==> src/core/pmc_pkg.sv <==
// Purpose: Shared constants for the PWM output mode control block
// Assumes: AXI4-Lite register access, 32-bit data, one word per register
// Notes:   Printed offsets are not all multiples of four, so they are register indexes
package pmc_pkg;
	// Register indexes as printed; byte address is four times the index
	localparam logic [7:0]  IDX_DUTY2_HIGH  = 8'hd5;
	localparam logic [7:0]  IDX_MODE_CTRL3  = 8'hd7;
	localparam logic [7:0]  IDX_PERIOD_LOW  = 8'hd9;
	localparam logic [7:0]  IDX_PERIOD_HIGH = 8'hd1;
	localparam logic [7:0]  IDX_DUTY2_LOW   = 8'he0;
	localparam logic [7:0]  IDX_IRQ_STATUS  = 8'he1;
	localparam logic [7:0]  IDX_IRQ_MASK    = 8'he2;
	localparam logic [7:0]  IDX_PIN_STATUS  = 8'he3;
	localparam logic [7:0]  IDX_DUTY0       = 8'he4;
	localparam logic [7:0]  IDX_DUTY4       = 8'he5;
	localparam logic [7:0]  IDX_DUTY6       = 8'he6;
	localparam int          ADDR_W          = 12;
	// Control register field positions
	localparam int          BIT_EVEN_HIZ    = 7;
	localparam int          BIT_ODD_HIZ     = 6;
	localparam int          BIT_GROUP       = 5;
	localparam int          BIT_ALIGN       = 4;
	localparam int          BIT_CH6_SRC     = 1;
	localparam int          BIT_FLAG_SEL    = 0;
	// Writable masks: reserved positions are dropped
	localparam logic [7:0]  MASK_CTRL3      = 8'hf3;
	localparam logic [7:0]  MASK_DUTY_HIGH  = 8'h03;
	localparam logic [7:0]  MASK_PER_HIGH   = 8'h0f;
	localparam logic [3:0]  MASK_EVENTS     = 4'h3;
	// Status bit positions
	localparam int          EV_UNDERFLOW    = 0;
	localparam int          EV_OVERFLOW     = 1;
	// Widths and reset values
	localparam int          CNT_W           = 12;
	localparam int          DUTY_W          = 10;
	localparam logic [11:0] CNT_ZERO        = 12'h000;
	localparam logic [11:0] CNT_ONE         = 12'h001;
	localparam logic [9:0]  DUTY_ZERO       = 10'h000;
	localparam logic [7:0]  BYTE_ZERO       = 8'h00;
	localparam logic [1:0]  RESP_OKAY       = 2'b00;
	localparam logic [1:0]  RESP_SLVERR     = 2'b10;
	typedef enum logic [0:0] {
		PMC_UP   = 1'b0,
		PMC_DOWN = 1'b1
	} pmc_dir_t;
endpackage

==> src/core/pmc_duty_store.sv <==
// Purpose: Small register memory for the channel duty words
// Assumes: One write port, one read port, read data registered
// Notes:   Four words: channels zero, four and six use words zero, two and three
module pmc_duty_store (
	input  wire logic        aclk,
	input  wire logic        aresetn,
	input  wire logic        wr_en,
	input  wire logic [1:0]  wr_sel,
	input  wire logic [9:0]  wr_data,
	input  wire logic [1:0]  rd_sel,
	output logic      [9:0]  rd_data,
	output logic      [39:0] all_words
);
	typedef struct packed {
		logic [3:0][9:0] word; // Duty words
		logic [9:0]      rd;   // Registered read data
	} pmc_store_t;
	pmc_store_t st;
	pmc_store_t next_st;

	// Write and registered read
	always_comb begin
		next_st = st;
		if (wr_en) begin
			next_st.word[wr_sel] = wr_data;
		end
		next_st.rd = st.word[rd_sel];
		if (!aresetn) begin
			next_st = '0;
		end
	end

	always_ff @(posedge aclk) begin
		st <= next_st;
	end

	assign rd_data   = st.rd;
	assign all_words = st.word;
endmodule

==> src/core/pmc_top.sv <==
// Purpose: PWM output mode control with a shared 12-bit period counter
// Assumes: AXI4-Lite slave, one write and one read in flight at most
// Notes:   Pin output enables are high while a pin is driven
// Functional notes
// - Even Hi-Z bit tristates all even pins
// - Even Hi-Z bit loads from config at reset
// - Odd Hi-Z bit tristates all odd pins
// - Odd Hi-Z bit loads from config at reset
// - Group bit makes channels 0,2,4 follow 0
// - Alignment bit picks edge or centre counting
// - Channel-6 pin source: own or channel-2 duty
// - Flag on underflow or overflow per select
// - Flag select only matters centre-aligned
// - Channel-2 duty is ten bits, reserved bits
// - Period counter is twelve bits
module pmc_top (
	input  wire logic        aclk,
	input  wire logic        aresetn,
	input  wire logic [11:0] s_axi_awaddr,
	input  wire logic        s_axi_awvalid,
	output logic             s_axi_awready,
	input  wire logic [31:0] s_axi_wdata,
	input  wire logic [3:0]  s_axi_wstrb,
	input  wire logic        s_axi_wvalid,
	output logic             s_axi_wready,
	output logic      [1:0]  s_axi_bresp,
	output logic             s_axi_bvalid,
	input  wire logic        s_axi_bready,
	input  wire logic [11:0] s_axi_araddr,
	input  wire logic        s_axi_arvalid,
	output logic             s_axi_arready,
	output logic      [31:0] s_axi_rdata,
	output logic      [1:0]  s_axi_rresp,
	output logic             s_axi_rvalid,
	input  wire logic        s_axi_rready,
	input  wire logic        cfg_even_hiz,
	input  wire logic        cfg_odd_hiz,
	input  wire logic [3:0]  port_output_mode_regs,
	input  wire logic        channel6_pin_enable,
	output logic      [7:0]  pwm_out,
	output logic      [7:0]  pwm_oe,
	output logic             pwm_event_flag,
	output logic             irq
);
	// Whole block state in one struct
	typedef struct packed {
		logic        awready;       // Address taken
		logic        wready;        // Data taken
		logic        got_aw;        // Address held
		logic        got_w;         // Data held
		logic [11:0] waddr;         // Held write address
		logic [31:0] wdata;         // Held write data
		logic [3:0]  wstrb;         // Held strobes
		logic        bvalid;        // Write answer pending
		logic [1:0]  bresp;         // Write answer code
		logic        arready;       // Read address taken
		logic        rvalid;        // Read answer pending
		logic [31:0] rdata;         // Read answer data
		logic [1:0]  rresp;         // Read answer code
		logic        rd_store;      // Read waits on duty store
		logic [7:0]  ctrl3;         // Mode control register
		logic [7:0]  duty2_low;     // Channel-2 duty low byte
		logic [7:0]  duty2_high;    // Channel-2 duty high bits
		logic [7:0]  per_low;       // Period low byte
		logic [7:0]  per_high;      // Period high nibble
		logic [11:0] cnt;           // Shared period counter
		pmc_pkg::pmc_dir_t dir;     // Counting direction
		logic [3:0]  status;        // Sticky events
		logic [3:0]  mask;          // Interrupt mask
		logic [7:0]  pwm;           // Pin levels
		logic [7:0]  oe;            // Pin enables
		logic        flag;          // Event flag
		logic        irq;           // Interrupt level
		logic        cfg_loaded;    // Config bits taken after reset
	} pmc_state_t;
	pmc_state_t st;
	pmc_state_t next_st;

	// Duty store wiring
	logic        store_wr;
	logic [1:0]  store_wsel;
	logic [9:0]  store_wdata;
	logic [1:0]  store_rsel;
	logic [9:0]  store_rdata;
	logic [39:0] store_words;

	// Word index of a byte address
	function automatic logic [7:0] reg_index(input logic [11:0] a);
		return a[9:2];
	endfunction

	// Compare output of one channel against its duty
	function automatic logic cmp(input logic [11:0] c, input logic [9:0] d);
		return c < {2'b00, d};
	endfunction

	// Store slot for a duty index, or none
	function automatic logic [2:0] duty_slot(input logic [7:0] i);
		unique case (i)
			pmc_pkg::IDX_DUTY0: return 3'b100;
			pmc_pkg::IDX_DUTY4: return 3'b110;
			pmc_pkg::IDX_DUTY6: return 3'b111;
			default:            return 3'b000;
		endcase
	endfunction

	pmc_duty_store u_store (
		.aclk      (aclk),
		.aresetn   (aresetn),
		.wr_en     (store_wr),
		.wr_sel    (store_wsel),
		.wr_data   (store_wdata),
		.rd_sel    (store_rsel),
		.rd_data   (store_rdata),
		.all_words (store_words)
	);

	// Next state: bus slave, counter, pins, events
	always_comb begin
		logic [7:0]  widx;
		logic [7:0]  ridx;
		logic [7:0]  wbyte;
		logic        wdo;
		logic [11:0] period;
		logic [9:0]  duty2;
		logic [9:0]  d0;
		logic [9:0]  d4;
		logic [9:0]  d6;
		logic [3:0]  ev;
		logic [7:0]  lvl;
		logic [2:0]  slot;
		next_st     = st;
		widx        = reg_index(st.waddr);
		ridx        = reg_index(s_axi_araddr);
		wbyte       = st.wstrb[0] ? st.wdata[7:0] : pmc_pkg::BYTE_ZERO;
		wdo         = 1'b0;
		ev          = 4'h0;
		lvl         = 8'h00;
		store_wr    = 1'b0;
		store_wsel  = 2'b00;
		store_wdata = pmc_pkg::DUTY_ZERO;
		store_rsel  = 2'b00;
		slot        = 3'b000;
		d0          = store_words[9:0];
		d4          = store_words[29:20];
		d6          = store_words[39:30];
		duty2       = {st.duty2_high[1:0], st.duty2_low};
		period      = {st.per_high[3:0], st.per_low};
		// Write channel: take address and data in either order
		next_st.awready = 1'b0;
		next_st.wready  = 1'b0;
		if (s_axi_awvalid && st.awready) begin
			next_st.got_aw = 1'b1;
			next_st.waddr  = s_axi_awaddr;
		end else if (!st.got_aw && !st.awready && s_axi_awvalid) begin
			next_st.awready = 1'b1;
		end
		if (s_axi_wvalid && st.wready) begin
			next_st.got_w = 1'b1;
			next_st.wdata = s_axi_wdata;
			next_st.wstrb = s_axi_wstrb;
		end else if (!st.got_w && !st.wready && s_axi_wvalid) begin
			next_st.wready = 1'b1;
		end
		if (st.got_aw && st.got_w && !st.bvalid) begin
			wdo            = 1'b1;
			next_st.got_aw = 1'b0;
			next_st.got_w  = 1'b0;
			next_st.bvalid = 1'b1;
			next_st.bresp  = pmc_pkg::RESP_OKAY;
		end
		if (st.bvalid && s_axi_bready) begin
			next_st.bvalid = 1'b0;
		end
		// Register writes; reserved bits are dropped
		if (wdo && st.wstrb[0]) begin
			slot = duty_slot(widx);
			unique case (widx)
				pmc_pkg::IDX_MODE_CTRL3:  next_st.ctrl3      = wbyte & pmc_pkg::MASK_CTRL3;
				pmc_pkg::IDX_DUTY2_HIGH:  next_st.duty2_high = wbyte & pmc_pkg::MASK_DUTY_HIGH;
				pmc_pkg::IDX_DUTY2_LOW:   next_st.duty2_low  = wbyte;
				pmc_pkg::IDX_PERIOD_LOW:  next_st.per_low    = wbyte;
				pmc_pkg::IDX_PERIOD_HIGH: next_st.per_high   = wbyte & pmc_pkg::MASK_PER_HIGH;
				pmc_pkg::IDX_IRQ_MASK:    next_st.mask       = wbyte[3:0] & pmc_pkg::MASK_EVENTS;
				pmc_pkg::IDX_DUTY0, pmc_pkg::IDX_DUTY4, pmc_pkg::IDX_DUTY6: begin
					store_wr    = 1'b1;
					store_wsel  = slot[1:0];
					store_wdata = st.wdata[9:0];
				end
				default: next_st.bresp = (widx == pmc_pkg::IDX_IRQ_STATUS || widx == pmc_pkg::IDX_PIN_STATUS)
					? pmc_pkg::RESP_OKAY : pmc_pkg::RESP_SLVERR;
			endcase
		end else if (wdo && !st.wstrb[0]) begin
			next_st.bresp = pmc_pkg::RESP_OKAY;
		end
		// Read channel: one cycle, duty words two
		next_st.arready = 1'b0;
		if (st.rd_store) begin
			next_st.rd_store = 1'b0;
			next_st.rvalid   = 1'b1;
			next_st.rdata    = {22'h00_0000, store_rdata};
		end else if (s_axi_arvalid && !st.arready && !st.rvalid) begin
			next_st.arready = 1'b1;
			next_st.rresp   = pmc_pkg::RESP_OKAY;
			slot            = duty_slot(ridx);
			store_rsel      = slot[1:0];
			if (slot[2]) begin
				next_st.rd_store = 1'b1;
			end else begin
				next_st.rvalid = 1'b1;
				unique case (ridx)
					pmc_pkg::IDX_MODE_CTRL3:  next_st.rdata = {24'h00_0000, st.ctrl3};
					pmc_pkg::IDX_DUTY2_HIGH:  next_st.rdata = {24'h00_0000, st.duty2_high};
					pmc_pkg::IDX_DUTY2_LOW:   next_st.rdata = {24'h00_0000, st.duty2_low};
					pmc_pkg::IDX_PERIOD_LOW:  next_st.rdata = {24'h00_0000, st.per_low};
					pmc_pkg::IDX_PERIOD_HIGH: next_st.rdata = {24'h00_0000, st.per_high};
					pmc_pkg::IDX_IRQ_STATUS:  next_st.rdata = {28'h000_0000, st.status};
					pmc_pkg::IDX_IRQ_MASK:    next_st.rdata = {28'h000_0000, st.mask};
					pmc_pkg::IDX_PIN_STATUS:  next_st.rdata = {16'h0000, st.oe, st.pwm};
					default: begin
						next_st.rdata = 32'h0000_0000;
						next_st.rresp = pmc_pkg::RESP_SLVERR;
					end
				endcase
			end
		end
		if (st.rvalid && s_axi_rready) begin
			next_st.rvalid = 1'b0;
		end
		// Counter: edge-aligned counts up and wraps, centre counts up and down
		if (!st.ctrl3[pmc_pkg::BIT_ALIGN]) begin
			next_st.dir = pmc_pkg::PMC_UP;
			if (st.cnt >= period) begin
				next_st.cnt = pmc_pkg::CNT_ZERO;
				ev[pmc_pkg::EV_UNDERFLOW] = 1'b1;
			end else begin
				next_st.cnt = st.cnt + pmc_pkg::CNT_ONE;
			end
		end else if (st.dir == pmc_pkg::PMC_UP) begin
			if (st.cnt >= period) begin
				next_st.dir = pmc_pkg::PMC_DOWN;
				ev[pmc_pkg::EV_OVERFLOW] = 1'b1;
			end else begin
				next_st.cnt = st.cnt + pmc_pkg::CNT_ONE;
			end
		end else begin
			if (st.cnt == pmc_pkg::CNT_ZERO) begin
				next_st.dir = pmc_pkg::PMC_UP;
				ev[pmc_pkg::EV_UNDERFLOW] = 1'b1;
			end else begin
				next_st.cnt = st.cnt - pmc_pkg::CNT_ONE;
			end
		end
		// Flag event choice only in centre mode; edge mode flags on wrap
		if (st.ctrl3[pmc_pkg::BIT_ALIGN]) begin
			next_st.flag = st.ctrl3[pmc_pkg::BIT_FLAG_SEL] ? ev[pmc_pkg::EV_OVERFLOW]
				: ev[pmc_pkg::EV_UNDERFLOW];
		end else begin
			next_st.flag = ev[pmc_pkg::EV_UNDERFLOW];
		end
		// Sticky status: set wins over write-one-to-clear
		if (wdo && st.wstrb[0] && widx == pmc_pkg::IDX_IRQ_STATUS) begin
			next_st.status = st.status & ~wbyte[3:0];
		end
		next_st.status = (next_st.status | ev) & pmc_pkg::MASK_EVENTS;
		next_st.irq    = |(next_st.status & next_st.mask);
		// Channel levels; grouped channels copy channel zero
		lvl[0] = cmp(st.cnt, d0);
		lvl[2] = st.ctrl3[pmc_pkg::BIT_GROUP] ? lvl[0] : cmp(st.cnt, duty2);
		lvl[4] = st.ctrl3[pmc_pkg::BIT_GROUP] ? lvl[0] : cmp(st.cnt, d4);
		lvl[6] = st.ctrl3[pmc_pkg::BIT_CH6_SRC] ? cmp(st.cnt, duty2) : cmp(st.cnt, d6);
		lvl[1] = ~lvl[0];
		lvl[3] = ~lvl[2];
		lvl[5] = ~lvl[4];
		lvl[7] = ~lvl[6];
		next_st.pwm = lvl;
		// Pin drive: Hi-Z bits override per-port modes
		for (int i = 0; i < 8; i++) begin
			if (i % 2 == 0) begin
				next_st.oe[i] = !st.ctrl3[pmc_pkg::BIT_EVEN_HIZ] && port_output_mode_regs[i / 2];
			end else begin
				next_st.oe[i] = !st.ctrl3[pmc_pkg::BIT_ODD_HIZ] && port_output_mode_regs[i / 2];
			end
		end
		next_st.oe[6] = next_st.oe[6] && channel6_pin_enable;
		// Config bits loaded at the first edge after reset release
		if (!st.cfg_loaded) begin
			next_st.cfg_loaded                  = 1'b1;
			next_st.ctrl3[pmc_pkg::BIT_EVEN_HIZ] = cfg_even_hiz;
			next_st.ctrl3[pmc_pkg::BIT_ODD_HIZ]  = cfg_odd_hiz;
			next_st.oe                          = 8'h00;
		end
		if (!aresetn) begin
			next_st = '0;
		end
	end

	always_ff @(posedge aclk) begin
		st <= next_st;
	end

	assign s_axi_awready  = st.awready;
	assign s_axi_wready   = st.wready;
	assign s_axi_bresp    = st.bresp;
	assign s_axi_bvalid   = st.bvalid;
	assign s_axi_arready  = st.arready;
	assign s_axi_rdata    = st.rdata;
	assign s_axi_rresp    = st.rresp;
	assign s_axi_rvalid   = st.rvalid;
	assign pwm_out        = st.pwm;
	assign pwm_oe         = st.oe;
	assign pwm_event_flag = st.flag;
	assign irq            = st.irq;
endmodule

==> config.mk <==
export PLATFORM = sky130hd
export DESIGN_NAME = pmc_top
export DESIGN_NICKNAME = d
export VERILOG_FILES = /design/src/core/pmc_pkg.sv /design/src/core/pmc_duty_store.sv /design/src/core/pmc_top.sv
export SDC_FILE = /design/constraint.sdc
export NUM_CORES = 1
export LEC_CHECK = 0
export BUFFER_PORTS_ARGS = -buffer_cell sky130_fd_sc_hd__buf_2
export CAP_MARGIN = 20
export CORE_UTILIZATION = 45
export DETAILED_ROUTE_END_ITERATION = 16
export GPL_ROUTABILITY_DRIVEN = 0
export PLACE_DENSITY = 0.65
export SLEW_MARGIN = 10
export SYNTH_ARGS = -nofsm -noshare
export SYNTH_HDL_FRONTEND = slang
export SYNTH_SLANG_ARGS = --single-unit
export TNS_END_PERCENT = 30
==> constraint.sdc <==
create_clock -name aclk -period 6.7 [get_ports aclk]
set_input_delay 0.67 -clock aclk [delete_from_list [all_inputs] [get_ports aclk]]
set_output_delay 0.67 -clock aclk [all_outputs]
set_load 0.1 [all_outputs]
==> results.toml <==
[global_routing]
grt_pass1_vias = 6331
grt_start_max_net_pins = 62
antenna_found_initial = 1
track_usage_pct = 24.3
grt_pass1_wl_mm = 34.1
overflow = 0

[logic_synthesis]
synth_edf_count = 0
synth_mux_area_share_pct = 7.38
synth.area.top_cells = "dfxtp_1 (37%), ha_1 (7.9%), mux2i_1 (6.8%)"
synth_xor_area_share_pct = 0.109
ys_seq_elements = 150
synthSimpleGateAreaFrac_pct = 21.3
synth-async-reset-ratio_pct = 0
synthTopCellsByCount = "dfxtp_1 (150), nand2_1 (110), nor2_1 (101)"
syn_avg_cell_area_um2 = 8.26
synth_top_family_by_area = "simple AND/OR/NAND/NOR gates"
synth.most_common_cell = "dfxtp_1"
synth-adder-area-share_pct = 7.91
synth-compound-area-share_pct = 15.9
synth_cell_type_count = 64
synth_top_area_share_pct = 37.2
ys.flop_type = "dfxtp_1"
seq_area_frac_synth_pct = 37.2
ys_warn_count = 0
synthCells = 977
synth.cell_area_mm2 = 0.00807
yosys.area.top_type = "dfxtp_1"

[clock_tree]
htreeDepth = 4
cts.sinks = 150
post-cts-setup-buffers = 0
cts_tree = "done"
insertion_delay_ns = 0.43
cts_buffers = 17
root_buffer = "clkbuf_16"
cts_resized = 0
clk_pin_slew_worst_paths_ns = 0.06
cts_hold_buf = 0
cts_buffer_depth = 2

[power]
p_leak_nw = 3.53
irDropWorstVdd_mv = 0.189
total_power_mw = 2.01
powerDensity_mw_per_mm2 = 227

[die]
start_util_pct = 46.3
die_w_um = 136
coreArea_mm2 = 0.0174
fp-row-count = 48
ios = 133
die_h_um = 136
die-area_mm2 = 0.0185

[drt]
routedWlPerCell_um = 17.7
drc = 0
via_count = 7023
vias_per_cell = 5.68
ant_nets = 0
first_iter_violations = 688
drtPass1Iterations = 6
totalWireLength_mm = 21.9

[min_path]
hp-class = "flip-flop to flip-flop"
hold_path_end = "s_axi_rdata[13]"
min_delay_path_depth = 2
hold_path.startpoint = "s_axi_rdata[13]"

[sta]
fmax_mhz = 291
setup_viol = 0
hold_viol = 0
worst_pin_slew_ns = 0.886
fin_setup_tns_ns = 0
clock_skew_ns = 0.0101
relSlewSlack_pct = 40.8
fin_crit_ns = 3.43
finalCritPeriodShare_pct = 51.2
slew_violations = 0
holdWs_ns = 0.447
grt_setup_unrepaired = "false"

[final_layout]
stdcell_area_mm2 = 0.00887
final_nets = 1125
stdcell_count = 1237
antenna_cells = 0
area_growth_pct = 10.0
drive_gt1_share_pct = 13.5

[outcome]
status = "completed"

[worst_setup_path]
r2r_start = "st[28]"
worstPathArrival_ns = 3.75
path_cells = "inv_1 > ha_1 > nand2b_1 > a2111oi_2 > o31ai_1 > a21oi_2 > o21ai_1 > a2111oi_2"
endpoint_kind = "flip-flop"
crit_top_cell = "a2111oi_2"
cp_slowest_cell = "a21oi_2"
cp_num_buf_inv = 1
r2r_end = "st[39]"
required_ns = 7.02
crit_fanout = 18
worst_setup_path_start_kind = "flip-flop"
cpLargestDelayFamily = "compound AO/OA/AOI/OAI gates"
reg2reg_depth = 8
cpPeakStageDelay_ns = 0.71
critPathKind = "flip-flop to flip-flop"
reg2reg_setup_slack_ns = 3.27

[placed_design]
dpl.hpwl_mm = 15.6
placedCellCount = 1206
place_area_mm2 = 0.00830
port_buffers = 82

[job]
maxCapViolCount = 0
-- logic make-up after synthesis --
group,after synthesis
simple gates,361
compound gates,194
buf+inv,162
flops,150
mux,57
fa+ha+maj,51
other cells,1
xor+xnor,1
-- worst max path at each step --
stage / startpoint / end / slack (ns) / cells past startpoint
floorplan: st[28] / st[39] / 4.17 / 9
global placement: st[28] / st[39] / 3.35 / 8
detailed placement: st[28] / st[39] / 3.35 / 8
CTS: st[28] / st[39] / 3.38 / 8
global route: st[28] / st[39] / 3.03 / 8
finish: st[28] / st[39] / 3.27 / 8
-- layout by cell type, fill, tap and decap left out, types with 5 or more instances in the layout --
cell type	n
dfxtp_1	150
a211o_1	5
nor2_1	101
ha_1	51
buf_4	10
a222oi_1	6
nand3_1	43
nand2_1	110
conb_1	17
nand2b_1	15
and3_1	7
a221oi_1	5
a21o_1	12
nor3_1	20
a22oi_1	18
o21ai_1	5
nand4_1	14
o211ai_1	15
inv_1	57
a21oi_1	71
o21ai_0	18
clkinv_2	6
nor4_1	12
and2_1	10
clkbuf_16	17
a211oi_1	9
buf_2	82
mux2i_1	55
-- per-stage QoR --
| step | utilization [%] | worst slack [ns] |
|---|---|---|
| after CTS | 51.0 | 3.38 |
| after global placement | 47.7 | 3.35 |
| final | 51.0 | 3.27 |
| after floorplan | - | 4.17 |
| after detailed placement | 47.7 | 3.35 |
| after global routing | 51.0 | 3.03 |
-- metal layers --
metal  GRT usage, %  vias up  wire [um]
li1               -     3422          -
met1           32.2     3302       9920
met2           39.1      259      10000
met3           4.47       38       1460
met4           9.63        2        501
met5              0        -         11
-- final cells by class --
| class | instances | area [um^2] |
|---|---|---|
| Fill cell | 1695 | 8540 |
| Inverter | 58 | 219 |
| Clock buffer | 18 | 439 |
| Sequential cell | 150 | 3000 |
| Clock inverter | 13 | 133 |
| Timing Repair Buffer | 92 | 485 |
| Tap cell | 225 | 282 |
| Multi-Input combinational cell | 681 | 4310 |
-- worst min-delay path, stage by stage, from the launching register on --
cell and delay (ns):
dfxtp_1 0.31, nand2_1 0.05, a21oi_1 0.05
-- state kept, by name, summed over array words and instances (netlist names) --
name	cells
st	68
u_store.all_words	30
s_axi_rdata	16
u_store.rd_data	10
pwm_oe	8
pwm_out	8
s_axi_bresp	2
irq	1
pwm_event_flag	1
s_axi_arready	1
s_axi_awready	1
s_axi_bvalid	1
s_axi_rresp	1
s_axi_rvalid	1
s_axi_wready	1
-- report_power, final --
| group | switching (mW) | total [mW] | internal (mW) |
|---|---|---|---|
| combinational | 0.132 | 0.160 | 0.0282 |
| sequential | 0.0138 | 0.917 | 0.904 |
| clock | 0.383 | 0.936 | 0.553 |
Power figures use the tool's default switching activity.
